<file path="config.mk">
export PLATFORM = sky130hd
export DESIGN_NAME = acs_sequencer
export DESIGN_NICKNAME = d
export VERILOG_FILES = /design/src/acs_pkg.sv /design/src/acs_sequencer.sv
export SDC_FILE = /design/constraint.sdc
export NUM_CORES = 1
export LEC_CHECK = 0
export ABC_CLOCK_PERIOD_IN_PS = 3600
export BUFFER_PORTS_ARGS = -buffer_cell sky130_fd_sc_hd__buf_2
export CAP_MARGIN = 30
export CORE_MARGIN = 2
export CORE_UTILIZATION = 45
export CTS_BUF_LIST = sky130_fd_sc_hd__clkbuf_16
export CTS_CLUSTER_SIZE = 30
export DETAILED_ROUTE_END_ITERATION = 6
export PLACE_DENSITY = 0.69
export SLEW_MARGIN = 20
export SYNTH_ARGS = -nofsm -noshare
export SYNTH_HDL_FRONTEND = slang
export SYNTH_SLANG_ARGS = --single-unit
</file>
<file path="constraint.sdc">
create_clock -name clock -period 3.6 [get_ports clock]
set_input_delay 0.9 -clock clock [delete_from_list [all_inputs] [get_ports clock]]
set_output_delay 0.9 -clock clock [all_outputs]
set_load 0.01 [all_outputs]
</file>
<file path="src/acs_pkg.sv">
// Purpose: shared constants and types of the converter sequencer
// Assumes: registers are word aligned, byte address = index * 4
// Notes: all offsets below are register indices
package acs_pkg;

  // register indices
  localparam logic [5:0] IDX_CONV_CTRL = 6'h00;
  localparam logic [5:0] IDX_ACC_CTRL = 6'h01;
  localparam logic [5:0] IDX_CLK_CTRL = 6'h02;
  localparam logic [5:0] IDX_TIMING = 6'h03;
  localparam logic [5:0] IDX_WINDOW = 6'h04;
  localparam logic [5:0] IDX_SAMPLE = 6'h05;
  localparam logic [5:0] IDX_CHANNEL = 6'h06;
  localparam logic [5:0] IDX_COMMAND = 6'h08;
  localparam logic [5:0] IDX_EVENT = 6'h09;
  localparam logic [5:0] IDX_INT_EN = 6'h0a;
  localparam logic [5:0] IDX_FLAGS = 6'h0b;
  localparam logic [5:0] IDX_RESULT = 6'h10;
  localparam logic [5:0] IDX_LOW_THR = 6'h12;
  localparam logic [5:0] IDX_HIGH_THR = 6'h14;

  // field positions
  localparam int ENABLE_BIT = 0;
  localparam int CONTINUOUS_MODE_EN_BIT = 1;
  localparam int REF_LSB = 4;
  localparam int INIT_LSB = 5;
  localparam int VARY_BIT = 4;
  localparam int READY_BIT = 0;
  localparam int WINDOW_BIT = 1;
  localparam logic [1:0] REF_INTERNAL = 2'h0;

  // window modes
  localparam logic [2:0] WIN_NONE = 3'h0;
  localparam logic [2:0] WIN_BELOW = 3'h1;
  localparam logic [2:0] WIN_ABOVE = 3'h2;
  localparam logic [2:0] WIN_INSIDE = 3'h3;
  localparam logic [2:0] WIN_OUTSIDE = 3'h4;

  // channel codes
  localparam logic [4:0] CH_LAST_PIN = 5'h0b;
  localparam logic [4:0] CH_TOUCH = 5'h1b;
  localparam logic [4:0] CH_FIRST_DAC = 5'h1c;
  localparam logic [4:0] CH_INT_REF = 5'h1d;
  localparam logic [4:0] CH_GROUND = 5'h1f;

  // timing in converter clock ticks, last legal codes, bus responses
  localparam logic [8:0] BASE_SAMPLE_TICKS = 9'h002;
  localparam logic [2:0] INIT_LAST_CODE = 3'h5;
  localparam logic [2:0] ACC_LAST_CODE = 3'h6;
  localparam logic [1:0] RESP_OKAY = 2'h0;
  localparam logic [1:0] RESP_SLVERR = 2'h2;

  typedef struct packed {
    logic awvalid;
    logic [7:0] awaddr;
    logic wvalid;
    logic [31:0] wdata;
    logic [3:0] wstrb;
    logic bready;
    logic arvalid;
    logic [7:0] araddr;
    logic rready;
  } acs_axi_req_type;

  typedef struct packed {
    logic awready;
    logic wready;
    logic bvalid;
    logic [1:0] bresp;
    logic arready;
    logic rvalid;
    logic [31:0] rdata;
    logic [1:0] rresp;
  } acs_axi_rsp_type;

  typedef enum logic [2:0] {PH_IDLE, PH_INIT, PH_SAMPLE, PH_CONV, PH_DELAY} acs_phase_type;

endpackage

</file>
<file path="src/acs_sequencer.sv">
// Purpose: control of a successive-approximation converter with AXI4-Lite registers
// Assumes: analog core answers with a 10-bit code held stable at the end of conversion
// Notes: timing counts are in converter clock ticks made by the prescaler
// What this block does
// - init delay on enable or internal reference
// - init codes 0..5 give 0..256 ticks
// - init delay also after deep sleep wake
// - cap open inter-sample delay ticks between samples
// - auto variation increments delay after each sample
// - auto variation wraps delay 0xf to 0
// - window modes none, below, above, inside, outside
// - sampling two ticks plus extension field
// - channel change waits for conversion end
// - channel codes pins 0-11 and internal sources
// - start bit write starts one measurement
// - start bit reads one while busy
// - enabled event input starts a conversion
// - enables: window bit 1, ready bit 0
// - window flag set only at conversion end
// - ready flag set at every completion
// - flags clear by write one or result read
// - continuous mode restarts right after completion
// - accumulate 1 to 64 samples per result
// - converter clock divides by 2 to 256
//
// Chosen here: the AXI4-Lite interface to the registers.
`timescale 1ns/100ps
`default_nettype none
module acs_sequencer
  import acs_pkg::*;
#(
  parameter int CONV_TICKS = 10, // conversion ticks after sampling
  parameter int CONVERTER_INDEX = 1 // 0 or 1, decides code 0x1b
) (
  input wire logic clock, // system clock, 40 MHz
  input wire logic reset, // synchronous, active high
  input wire acs_axi_req_type axi_req, // AXI4-Lite master signals
  output acs_axi_rsp_type axi_rsp, // AXI4-Lite slave signals
  input wire logic start_event, // trigger event, asynchronous level
  input wire logic deep_sleep_wake, // high when woken to measure
  input wire logic [9:0] afe_data, // code from analog core
  output logic [4:0] afe_channel, // channel in use by the mux
  output logic afe_channel_ok, // channel code is a legal source
  output logic afe_sample_close, // sampling cap connected
  output logic afe_convert, // analog core converting
  output logic conversion_busy, // measurement under way
  output logic result_irq, // result ready request
  output logic window_irq // window match request
);

  typedef struct packed {
    acs_phase_type phase;
    logic [8:0] cnt;
    logic [7:0] clock_divider_sel_cnt;
    logic enable;
    logic continuous_mode_en;
    logic [2:0] acc_sel;
    logic [2:0] clock_divider_sel_sel;
    logic [1:0] ref_sel;
    logic [2:0] init_sel;
    logic vary_en;
    logic [3:0] delay;
    logic [2:0] win_mode;
    logic [4:0] sample_len;
    logic [4:0] channel_sel;
    logic [4:0] active_ch;
    logic event_en;
    logic [1:0] int_en;
    logic [1:0] flags;
    logic [15:0] result;
    logic [15:0] acc_sum;
    logic [6:0] samples_left;
    logic [15:0] low_thr;
    logic [15:0] high_thr;
    logic init_pending;
    logic ev_s1;
    logic ev_s2;
    logic ev_s3;
    logic wake_s1;
    logic wake_s2;
    logic wake_s3;
    logic [9:0] data_s1;
    logic [9:0] data_s2;
    logic aw_held;
    logic [5:0] aw_idx;
    logic w_held;
    logic [31:0] w_data;
    logic [3:0] w_strb;
    logic bvalid;
    logic [1:0] bresp;
    logic rvalid;
    logic [31:0] rdata;
    logic [1:0] rresp;
  } acs_state_type;

  acs_state_type s_q;
  acs_state_type s_d;
  logic tick;
  logic done;
  logic sample_end;

  // last prescaler count for divide by 2 ** (sel + 1)
  function automatic logic [7:0] div_last(input logic [2:0] sel);
    logic [8:0] full;
    full = 9'h002 << sel;
    return 8'(full - 9'h001);
  endfunction

  // init delay ticks, reserved codes give none
  function automatic logic [8:0] init_ticks(input logic [2:0] sel);
    logic [8:0] t;
    t = 9'h000;
    if (sel != 3'h0 && sel <= INIT_LAST_CODE) begin
      t = 9'h008 << sel;
    end
    return t;
  endfunction

  // window test on the whole unsigned result
  function automatic logic win_match(input logic [2:0] mode, input logic [15:0] res,
                                     input logic [15:0] lo, input logic [15:0] hi);
    logic m;
    m = 1'b0;
    case (mode)
      WIN_BELOW: m = res < lo;
      WIN_ABOVE: m = res > hi;
      WIN_INSIDE: m = (res > lo) && (res < hi);
      WIN_OUTSIDE: m = (res < lo) || (res > hi);
      default: m = 1'b0;
    endcase
    return m;
  endfunction

  // legal mux sources
  function automatic logic channel_legal(input logic [4:0] ch);
    logic ok;
    ok = (ch <= CH_LAST_PIN) || (ch == CH_FIRST_DAC) || (ch == CH_INT_REF)
         || (ch == CH_GROUND) || (ch == CH_TOUCH && CONVERTER_INDEX == 1);
    return ok;
  endfunction

  // register read value of one index
  function automatic logic [31:0] read_word(input acs_state_type s, input logic [5:0] idx);
    logic [31:0] w;
    w = 32'h0000_0000;
    case (idx)
      IDX_CONV_CTRL: w[1:0] = {s.continuous_mode_en, s.enable};
      IDX_ACC_CTRL: w[2:0] = s.acc_sel;
      IDX_CLK_CTRL: w[5:0] = {s.ref_sel, 1'b0, s.clock_divider_sel_sel};
      IDX_TIMING: w[7:0] = {s.init_sel, s.vary_en, s.delay};
      IDX_WINDOW: w[2:0] = s.win_mode;
      IDX_SAMPLE: w[4:0] = s.sample_len;
      IDX_CHANNEL: w[4:0] = s.channel_sel;
      IDX_COMMAND: w[0] = s.phase != PH_IDLE;
      IDX_EVENT: w[0] = s.event_en;
      IDX_INT_EN: w[1:0] = s.int_en;
      IDX_FLAGS: w[1:0] = s.flags;
      IDX_RESULT: w[15:0] = s.result;
      IDX_LOW_THR: w[15:0] = s.low_thr;
      IDX_HIGH_THR: w[15:0] = s.high_thr;
      default: w = 32'h0000_0000;
    endcase
    return w;
  endfunction

  function automatic logic idx_mapped(input logic [5:0] idx);
    logic m;
    m = (idx <= IDX_CHANNEL) || (idx >= IDX_COMMAND && idx <= IDX_FLAGS)
        || idx == IDX_RESULT || idx == IDX_LOW_THR || idx == IDX_HIGH_THR;
    return m;
  endfunction

  // next state of the whole block
  always_comb begin
    logic do_write;
    logic [31:0] wd;
    logic [3:0] ws;
    logic cmd_start;
    logic ev_start;
    logic rd_result;
    logic [15:0] sum;
    logic begin_conv;
    s_d = s_q;
    do_write = 1'b0;
    wd = s_q.w_data;
    ws = s_q.w_strb;
    cmd_start = 1'b0;
    ev_start = 1'b0;
    rd_result = 1'b0;
    sum = 16'h0000;
    begin_conv = 1'b0;
    done = 1'b0;
    sample_end = 1'b0;
    // synchronisers for pins and the analog code
    s_d.ev_s1 = start_event;
    s_d.ev_s2 = s_q.ev_s1;
    s_d.ev_s3 = s_q.ev_s2;
    s_d.wake_s1 = deep_sleep_wake;
    s_d.wake_s2 = s_q.wake_s1;
    s_d.wake_s3 = s_q.wake_s2;
    s_d.data_s1 = afe_data;
    s_d.data_s2 = s_q.data_s1;
    // converter clock tick from the prescaler
    tick = s_q.clock_divider_sel_cnt == div_last(s_q.clock_divider_sel_sel);
    s_d.clock_divider_sel_cnt = tick ? 8'h00 : s_q.clock_divider_sel_cnt + 8'h01;
    // write channels are taken independently, then applied together
    if (axi_req.awvalid && !s_q.aw_held && !s_q.bvalid) begin
      s_d.aw_held = 1'b1;
      s_d.aw_idx = axi_req.awaddr[7:2];
    end
    if (axi_req.wvalid && !s_q.w_held && !s_q.bvalid) begin
      s_d.w_held = 1'b1;
      s_d.w_data = axi_req.wdata;
      s_d.w_strb = axi_req.wstrb;
    end
    if (s_q.aw_held && s_q.w_held && !s_q.bvalid) begin
      do_write = 1'b1;
      s_d.aw_held = 1'b0;
      s_d.w_held = 1'b0;
      s_d.bvalid = 1'b1;
      s_d.bresp = idx_mapped(s_q.aw_idx) ? RESP_OKAY : RESP_SLVERR;
    end
    if (s_q.bvalid && axi_req.bready) begin
      s_d.bvalid = 1'b0;
    end
    // reads answer one cycle after the address is taken
    if (axi_req.arvalid && !s_q.rvalid) begin
      s_d.rvalid = 1'b1;
      s_d.rdata = read_word(s_q, axi_req.araddr[7:2]);
      s_d.rresp = idx_mapped(axi_req.araddr[7:2]) ? RESP_OKAY : RESP_SLVERR;
      rd_result = axi_req.araddr[7:2] == IDX_RESULT;
    end
    if (s_q.rvalid && axi_req.rready) begin
      s_d.rvalid = 1'b0;
    end
    // register writes, low byte lane then the upper lane of thresholds
    if (do_write && ws[0]) begin
      case (s_q.aw_idx)
        IDX_CONV_CTRL: begin
          s_d.enable = wd[ENABLE_BIT];
          s_d.continuous_mode_en = wd[CONTINUOUS_MODE_EN_BIT];
          if (wd[ENABLE_BIT] && !s_q.enable) begin
            s_d.init_pending = 1'b1;
          end
        end
        IDX_ACC_CTRL: s_d.acc_sel = wd[2:0];
        IDX_CLK_CTRL: begin
          s_d.clock_divider_sel_sel = wd[2:0];
          s_d.ref_sel = wd[REF_LSB +: 2];
          if (wd[REF_LSB +: 2] == REF_INTERNAL && s_q.ref_sel != REF_INTERNAL) begin
            s_d.init_pending = 1'b1;
          end
        end
        IDX_TIMING: begin
          s_d.init_sel = wd[INIT_LSB +: 3];
          s_d.vary_en = wd[VARY_BIT];
          s_d.delay = wd[3:0];
        end
        IDX_WINDOW: s_d.win_mode = wd[2:0];
        IDX_SAMPLE: s_d.sample_len = wd[4:0];
        IDX_CHANNEL: s_d.channel_sel = wd[4:0];
        IDX_COMMAND: cmd_start = wd[0];
        IDX_EVENT: s_d.event_en = wd[0];
        IDX_INT_EN: s_d.int_en = wd[1:0];
        IDX_FLAGS: s_d.flags = s_q.flags & ~wd[1:0];
        IDX_LOW_THR: s_d.low_thr[7:0] = wd[7:0];
        IDX_HIGH_THR: s_d.high_thr[7:0] = wd[7:0];
        default: s_d.acc_sel = s_d.acc_sel;
      endcase
    end
    if (do_write && ws[1] && s_q.aw_idx == IDX_LOW_THR) begin
      s_d.low_thr[15:8] = wd[15:8];
    end
    if (do_write && ws[1] && s_q.aw_idx == IDX_HIGH_THR) begin
      s_d.high_thr[15:8] = wd[15:8];
    end
    if (rd_result) begin
      s_d.flags = 2'b00;
    end
    if (s_q.wake_s2 && !s_q.wake_s3) begin
      s_d.init_pending = 1'b1;
    end
    // start sources, only from idle with the converter enabled
    ev_start = s_q.event_en && s_q.ev_s2 && !s_q.ev_s3;
    if ((cmd_start || ev_start) && s_q.enable && s_q.phase == PH_IDLE) begin
      begin_conv = 1'b1;
    end
    // sequencer, counts advance on converter ticks
    unique case (s_q.phase)
      PH_IDLE: begin
      end
      PH_INIT: begin
        if (tick) begin
          s_d.cnt = s_q.cnt - 9'h001;
          if (s_q.cnt <= 9'h001) begin
            s_d.phase = PH_SAMPLE;
            s_d.cnt = BASE_SAMPLE_TICKS + 9'(s_q.sample_len);
          end
        end
      end
      PH_SAMPLE: begin
        if (tick) begin
          s_d.cnt = s_q.cnt - 9'h001;
          if (s_q.cnt <= 9'h001) begin
            s_d.phase = PH_CONV;
            s_d.cnt = 9'(CONV_TICKS);
          end
        end
      end
      PH_CONV: begin
        if (tick && s_q.cnt <= 9'h001) begin
          sample_end = 1'b1;
          sum = s_q.acc_sum + 16'(s_q.data_s2);
          s_d.acc_sum = sum;
          s_d.samples_left = s_q.samples_left - 7'h01;
          if (s_q.vary_en) begin
            s_d.delay = s_q.delay + 4'h1;
          end
          if (s_q.samples_left == 7'h01) begin
            done = 1'b1;
            s_d.result = sum;
            s_d.flags[READY_BIT] = 1'b1;
            if (win_match(s_q.win_mode, sum, s_q.low_thr, s_q.high_thr)) begin
              s_d.flags[WINDOW_BIT] = 1'b1;
            end
            s_d.phase = PH_IDLE;
            if (s_q.continuous_mode_en) begin
              begin_conv = 1'b1;
            end
          end else if (s_q.delay != 4'h0) begin
            s_d.phase = PH_DELAY;
            s_d.cnt = 9'(s_q.delay);
          end else begin
            s_d.phase = PH_SAMPLE;
            s_d.cnt = BASE_SAMPLE_TICKS + 9'(s_q.sample_len);
          end
        end else if (tick) begin
          s_d.cnt = s_q.cnt - 9'h001;
        end
      end
      PH_DELAY: begin
        if (tick) begin
          s_d.cnt = s_q.cnt - 9'h001;
          if (s_q.cnt <= 9'h001) begin
            s_d.phase = PH_SAMPLE;
            s_d.cnt = BASE_SAMPLE_TICKS + 9'(s_q.sample_len);
          end
        end
      end
    endcase
    // a new measurement latches the channel and sample count
    if (begin_conv) begin
      s_d.active_ch = s_q.channel_sel;
      s_d.acc_sum = 16'h0000;
      s_d.samples_left = 7'h01 << ((s_q.acc_sel > ACC_LAST_CODE) ? 3'h0 : s_q.acc_sel);
      if (s_d.init_pending && init_ticks(s_q.init_sel) != 9'h000) begin
        s_d.phase = PH_INIT;
        s_d.cnt = init_ticks(s_q.init_sel);
      end else begin
        s_d.phase = PH_SAMPLE;
        s_d.cnt = BASE_SAMPLE_TICKS + 9'(s_q.sample_len);
      end
      s_d.init_pending = 1'b0;
    end
    if (!s_d.enable) begin
      s_d.phase = PH_IDLE; // disabling aborts a measurement
    end
  end

  // state register
  always_ff @(posedge clock) begin
    if (reset) begin
      s_q <= '0;
    end else begin
      s_q <= s_d;
    end
  end

  // bus answers and pin outputs
  assign axi_rsp.awready = !s_q.aw_held && !s_q.bvalid;
  assign axi_rsp.wready = !s_q.w_held && !s_q.bvalid;
  assign axi_rsp.bvalid = s_q.bvalid;
  assign axi_rsp.bresp = s_q.bresp;
  assign axi_rsp.arready = !s_q.rvalid;
  assign axi_rsp.rvalid = s_q.rvalid;
  assign axi_rsp.rdata = s_q.rdata;
  assign axi_rsp.rresp = s_q.rresp;
  assign afe_channel = s_q.active_ch;
  assign afe_channel_ok = channel_legal(s_q.active_ch);
  assign afe_sample_close = s_q.phase == PH_SAMPLE;
  assign afe_convert = s_q.phase == PH_CONV;
  assign conversion_busy = s_q.phase != PH_IDLE;
  assign result_irq = s_q.flags[READY_BIT] && s_q.int_en[READY_BIT];
  assign window_irq = s_q.flags[WINDOW_BIT] && s_q.int_en[WINDOW_BIT];
endmodule
`default_nettype wire

</file>
==> results.toml <==
[setup_path]
start_kind = "flip-flop"
cp-end-kind = "flip-flop"
cp.required_ps = 4030
path_class = "flip-flop to flip-flop"
startpoint = "s_q[148]$_SDFFE_PP0P_"
crit_arrival_ps = 4020
timing.rr.start = "s_q[148]$_SDFFE_PP0P_"
worstPathMaxFanout = 5

[placement]
dp_hpwl_mm = 21.1
port-buffer-count = 82
gp_congestion = 0.897

[detailed_routing]
vias_per_cell = 5.56
drc = 0
wl_mm = 30.1
drt_iter0_markers = 883
wl_per_cell_um = 16.9
vias = 9886
drt_first_pass_iters = 6
ant_nets = 0

[synthesis]
avgSynthCellArea_sq_um = 8.12
synthCells = 1370
synth_seq_area_share_pct = 36.9
synth_edf_count = 0
netlist_area_sq_um = 11100
ys_warn_count = 0
synthFlopType = "dfxtp_1"
yosysUniqueCellTypes = 79
synth-seq-cells = 205
async_flop_share_pct = 0

[die]
die_w_um = 161
ios = 123
initial_core_util_pct = 45.7
dieArea_sq_um = 26000
die_y_um = 161
rows = 57
core-area_sq_um = 24300

[finish]
nFillCells = 2296
final_cell_mix = "dfxtp_1, nand2_1, nor2_1"
area_growth_pct = 17.5
mostFrequentLayoutCell = "dfxtp_1"
final_nets = 1559
layout.area.seq_sq_um = 4110
num_antenna_cells = 0
drive_gt1_share_pct = 16.8
multi_input_area_sq_um = 6510

[timing]
worst_hold_slack_ps = 434
final_max_slew_viol_count = 0
post-route-period-util_pct = 99.7
tightest_slew_ps = 829
rsz0062_at_grt = "yes"
fin_tns_setup_ps = 0
fin_skew_ps = 10.6
setup_viol = 0
slew_headroom_pct = 44.8
fmax_mhz = 279
fin_crit_ps = 3590
hold_viol_final = 0

[power_and_ir_drop]
p_leak_nw = 5.42
p_per_area_nw_per_um2 = 412
ir_worst_vdd_uv = 352

[clocking]
cts-buffers-inserted = 24
cts-root-buf = "clkbuf_16"
cts.sinks = 205
cts_buffer_depth = 3
insertion_delay_ps = 520
htreeDepth = 1
cts.hold.buffers_added = 0
cts_tree = "done"
clk_pin_slew_ps = 60

[global_routing]
first_global_vias = 9293
grt_pass1_wl_mm = 48.0
grt_use_met2_pct = 38.8
antenna_found_initial = 0
use_met3_pct = 3.08
grt_busiest_layer = "met2"
grt_use_met1_pct = 28.7
grt_use_total_pct = 22.6
grt-ovfl-total = 0
grt_max_degree = 170

[outcome]
status = "finished, final reports clean"

[min_path]
hold_start = "s_d[103]$_SDFF_PP0_"
min_path_type = "flip-flop to flip-flop"

[job]
drv_cap = 0
synthesized netlist by cell type, drive strengths merged, types with 5 or more instances:
cell,number,area share [%]
and2,10,0.56
inv,64,2.2
a31oi,20,1.1
and3,14,0.79
nor4b,5,0.39
clkbuf,63,2.1
dfxtp,205,37
nor2,150,5.1
nand4b,6,0.47
nor3,31,1.5
xor2,18,1.4
or3,8,0.45
nand4,11,0.62
buf,61,3.7
a21o,14,0.95
o21ai,49,2.2
a22oi,15,1.0
a211oi,10,0.68
nor3b,7,0.52
nand3,42,1.9
mux2i,76,6.8
ha,51,5.7
nand2,163,5.5
a21oi,106,4.8
nor2b,38,2.1
o211ai,5,0.46
nor4,7,0.45
xnor2,23,1.8
nand2b,10,0.56
a221oi,8,0.63
kinds of logic after synthesis:
family	after synthesis	share of synthesized area [%]
adders and majority gates	52	5.92
AOI/OAI and AO/OA	282	16.4
xor gates and xnor gates	41	3.23
other	1	0.0337
buffers and inverters	188	7.97
DFF	205	36.9
muxes	78	7.04
and+or+nand+nor	523	22.5
timing repair:
item                       CTS  global route
cloned                       0             0
pin swaps                   16            27
resized for setup           24            26
buffers inserted             5             6
setup endpoints to repair    1            17
state kept, by name (all words and copies together) (netlist names):
name,cells
afe_channel,5
axi_rsp,20
s_q,166
s_d,14
power by group:
| group | internal, mW | switching [mW] | leakage, nW | total (mW) |
|---|---|---|---|---|
| clock network | 1.65 | 1.01 | 0.427 | 2.66 |
| logic | 0.141 | 0.220 | 3.33 | 0.361 |
| registers | 2.31 | 0.0513 | 1.67 | 2.36 |
| total | 4.11 | 1.28 | 5.42 | 5.39 |
final timing paths:
| path | endpoint | slack [ps] | cells past startpoint |
|---|---|---|---|
| worst max register to register | s_q[181]$_SDFF_PP0_ | 9 | 19 |
| worst min-delay path | s_d[102]$_SDFF_PP0_ | 430 | 1 |
| worst min register to register | s_d[102]$_SDFF_PP0_ | 430 | 1 |
| worst max-delay path | s_q[181]$_SDFF_PP0_ | 9 | 19 |
layer usage:
metal  part of all wire, %  vias to the layer above
li1                      -                     4833
met1                    41                     4635
met2                    49                      354
met3                   6.2                       64
met4                   3.4                        0
met5                     0                        -
cell type report:
type	instances	share of cell area, %
Multi-Input combinational cell	994	49.8
Tap cell	324	3.10
Clock inverter	20	2.06
Clock buffer	24	4.60
Sequential cell	205	31.5
Timing Repair Buffer	147	7.09
Inverter	64	1.84
worst max-delay path, cell delays in order (launching register included):
cell and delay, ps:
dfxtp_2 330, ha_4 160, inv_2 50, fa_2 220
nor2b_4 60, o2111ai_4 230, a31oi_4 150, a311oi_4 470
nor2_1 110, xnor2_1 170, buf_4 140, buf_4 140
ha_4 270, o21ai_1 70, a211o_1 230, a31o_2 220
nand3_2 70, a22oi_1 60, o31a_1 130, o41ai_2 190
metrics by stage:
stage / instances / worst slack [ps] / cell area (sq um) / total power [mW] / utilization, %
after detailed placement: 1723 / -231 / 11800 / 2.76 / 48.6
final: 1778 / 9.47 / 13100 / 5.39 / 53.7
after floorplan: 1387 / 57.2 / 11200 / 2.65 / -
after global routing: 1778 / -235 / 13100 / 5.56 / 53.7
after CTS: 1771 / -18.7 / 12900 / 5.42 / 52.9
after global placement: 1723 / -170 / 11800 / 2.75 / 48.6
No activity file was read; power rests on OpenSTA's default activity.
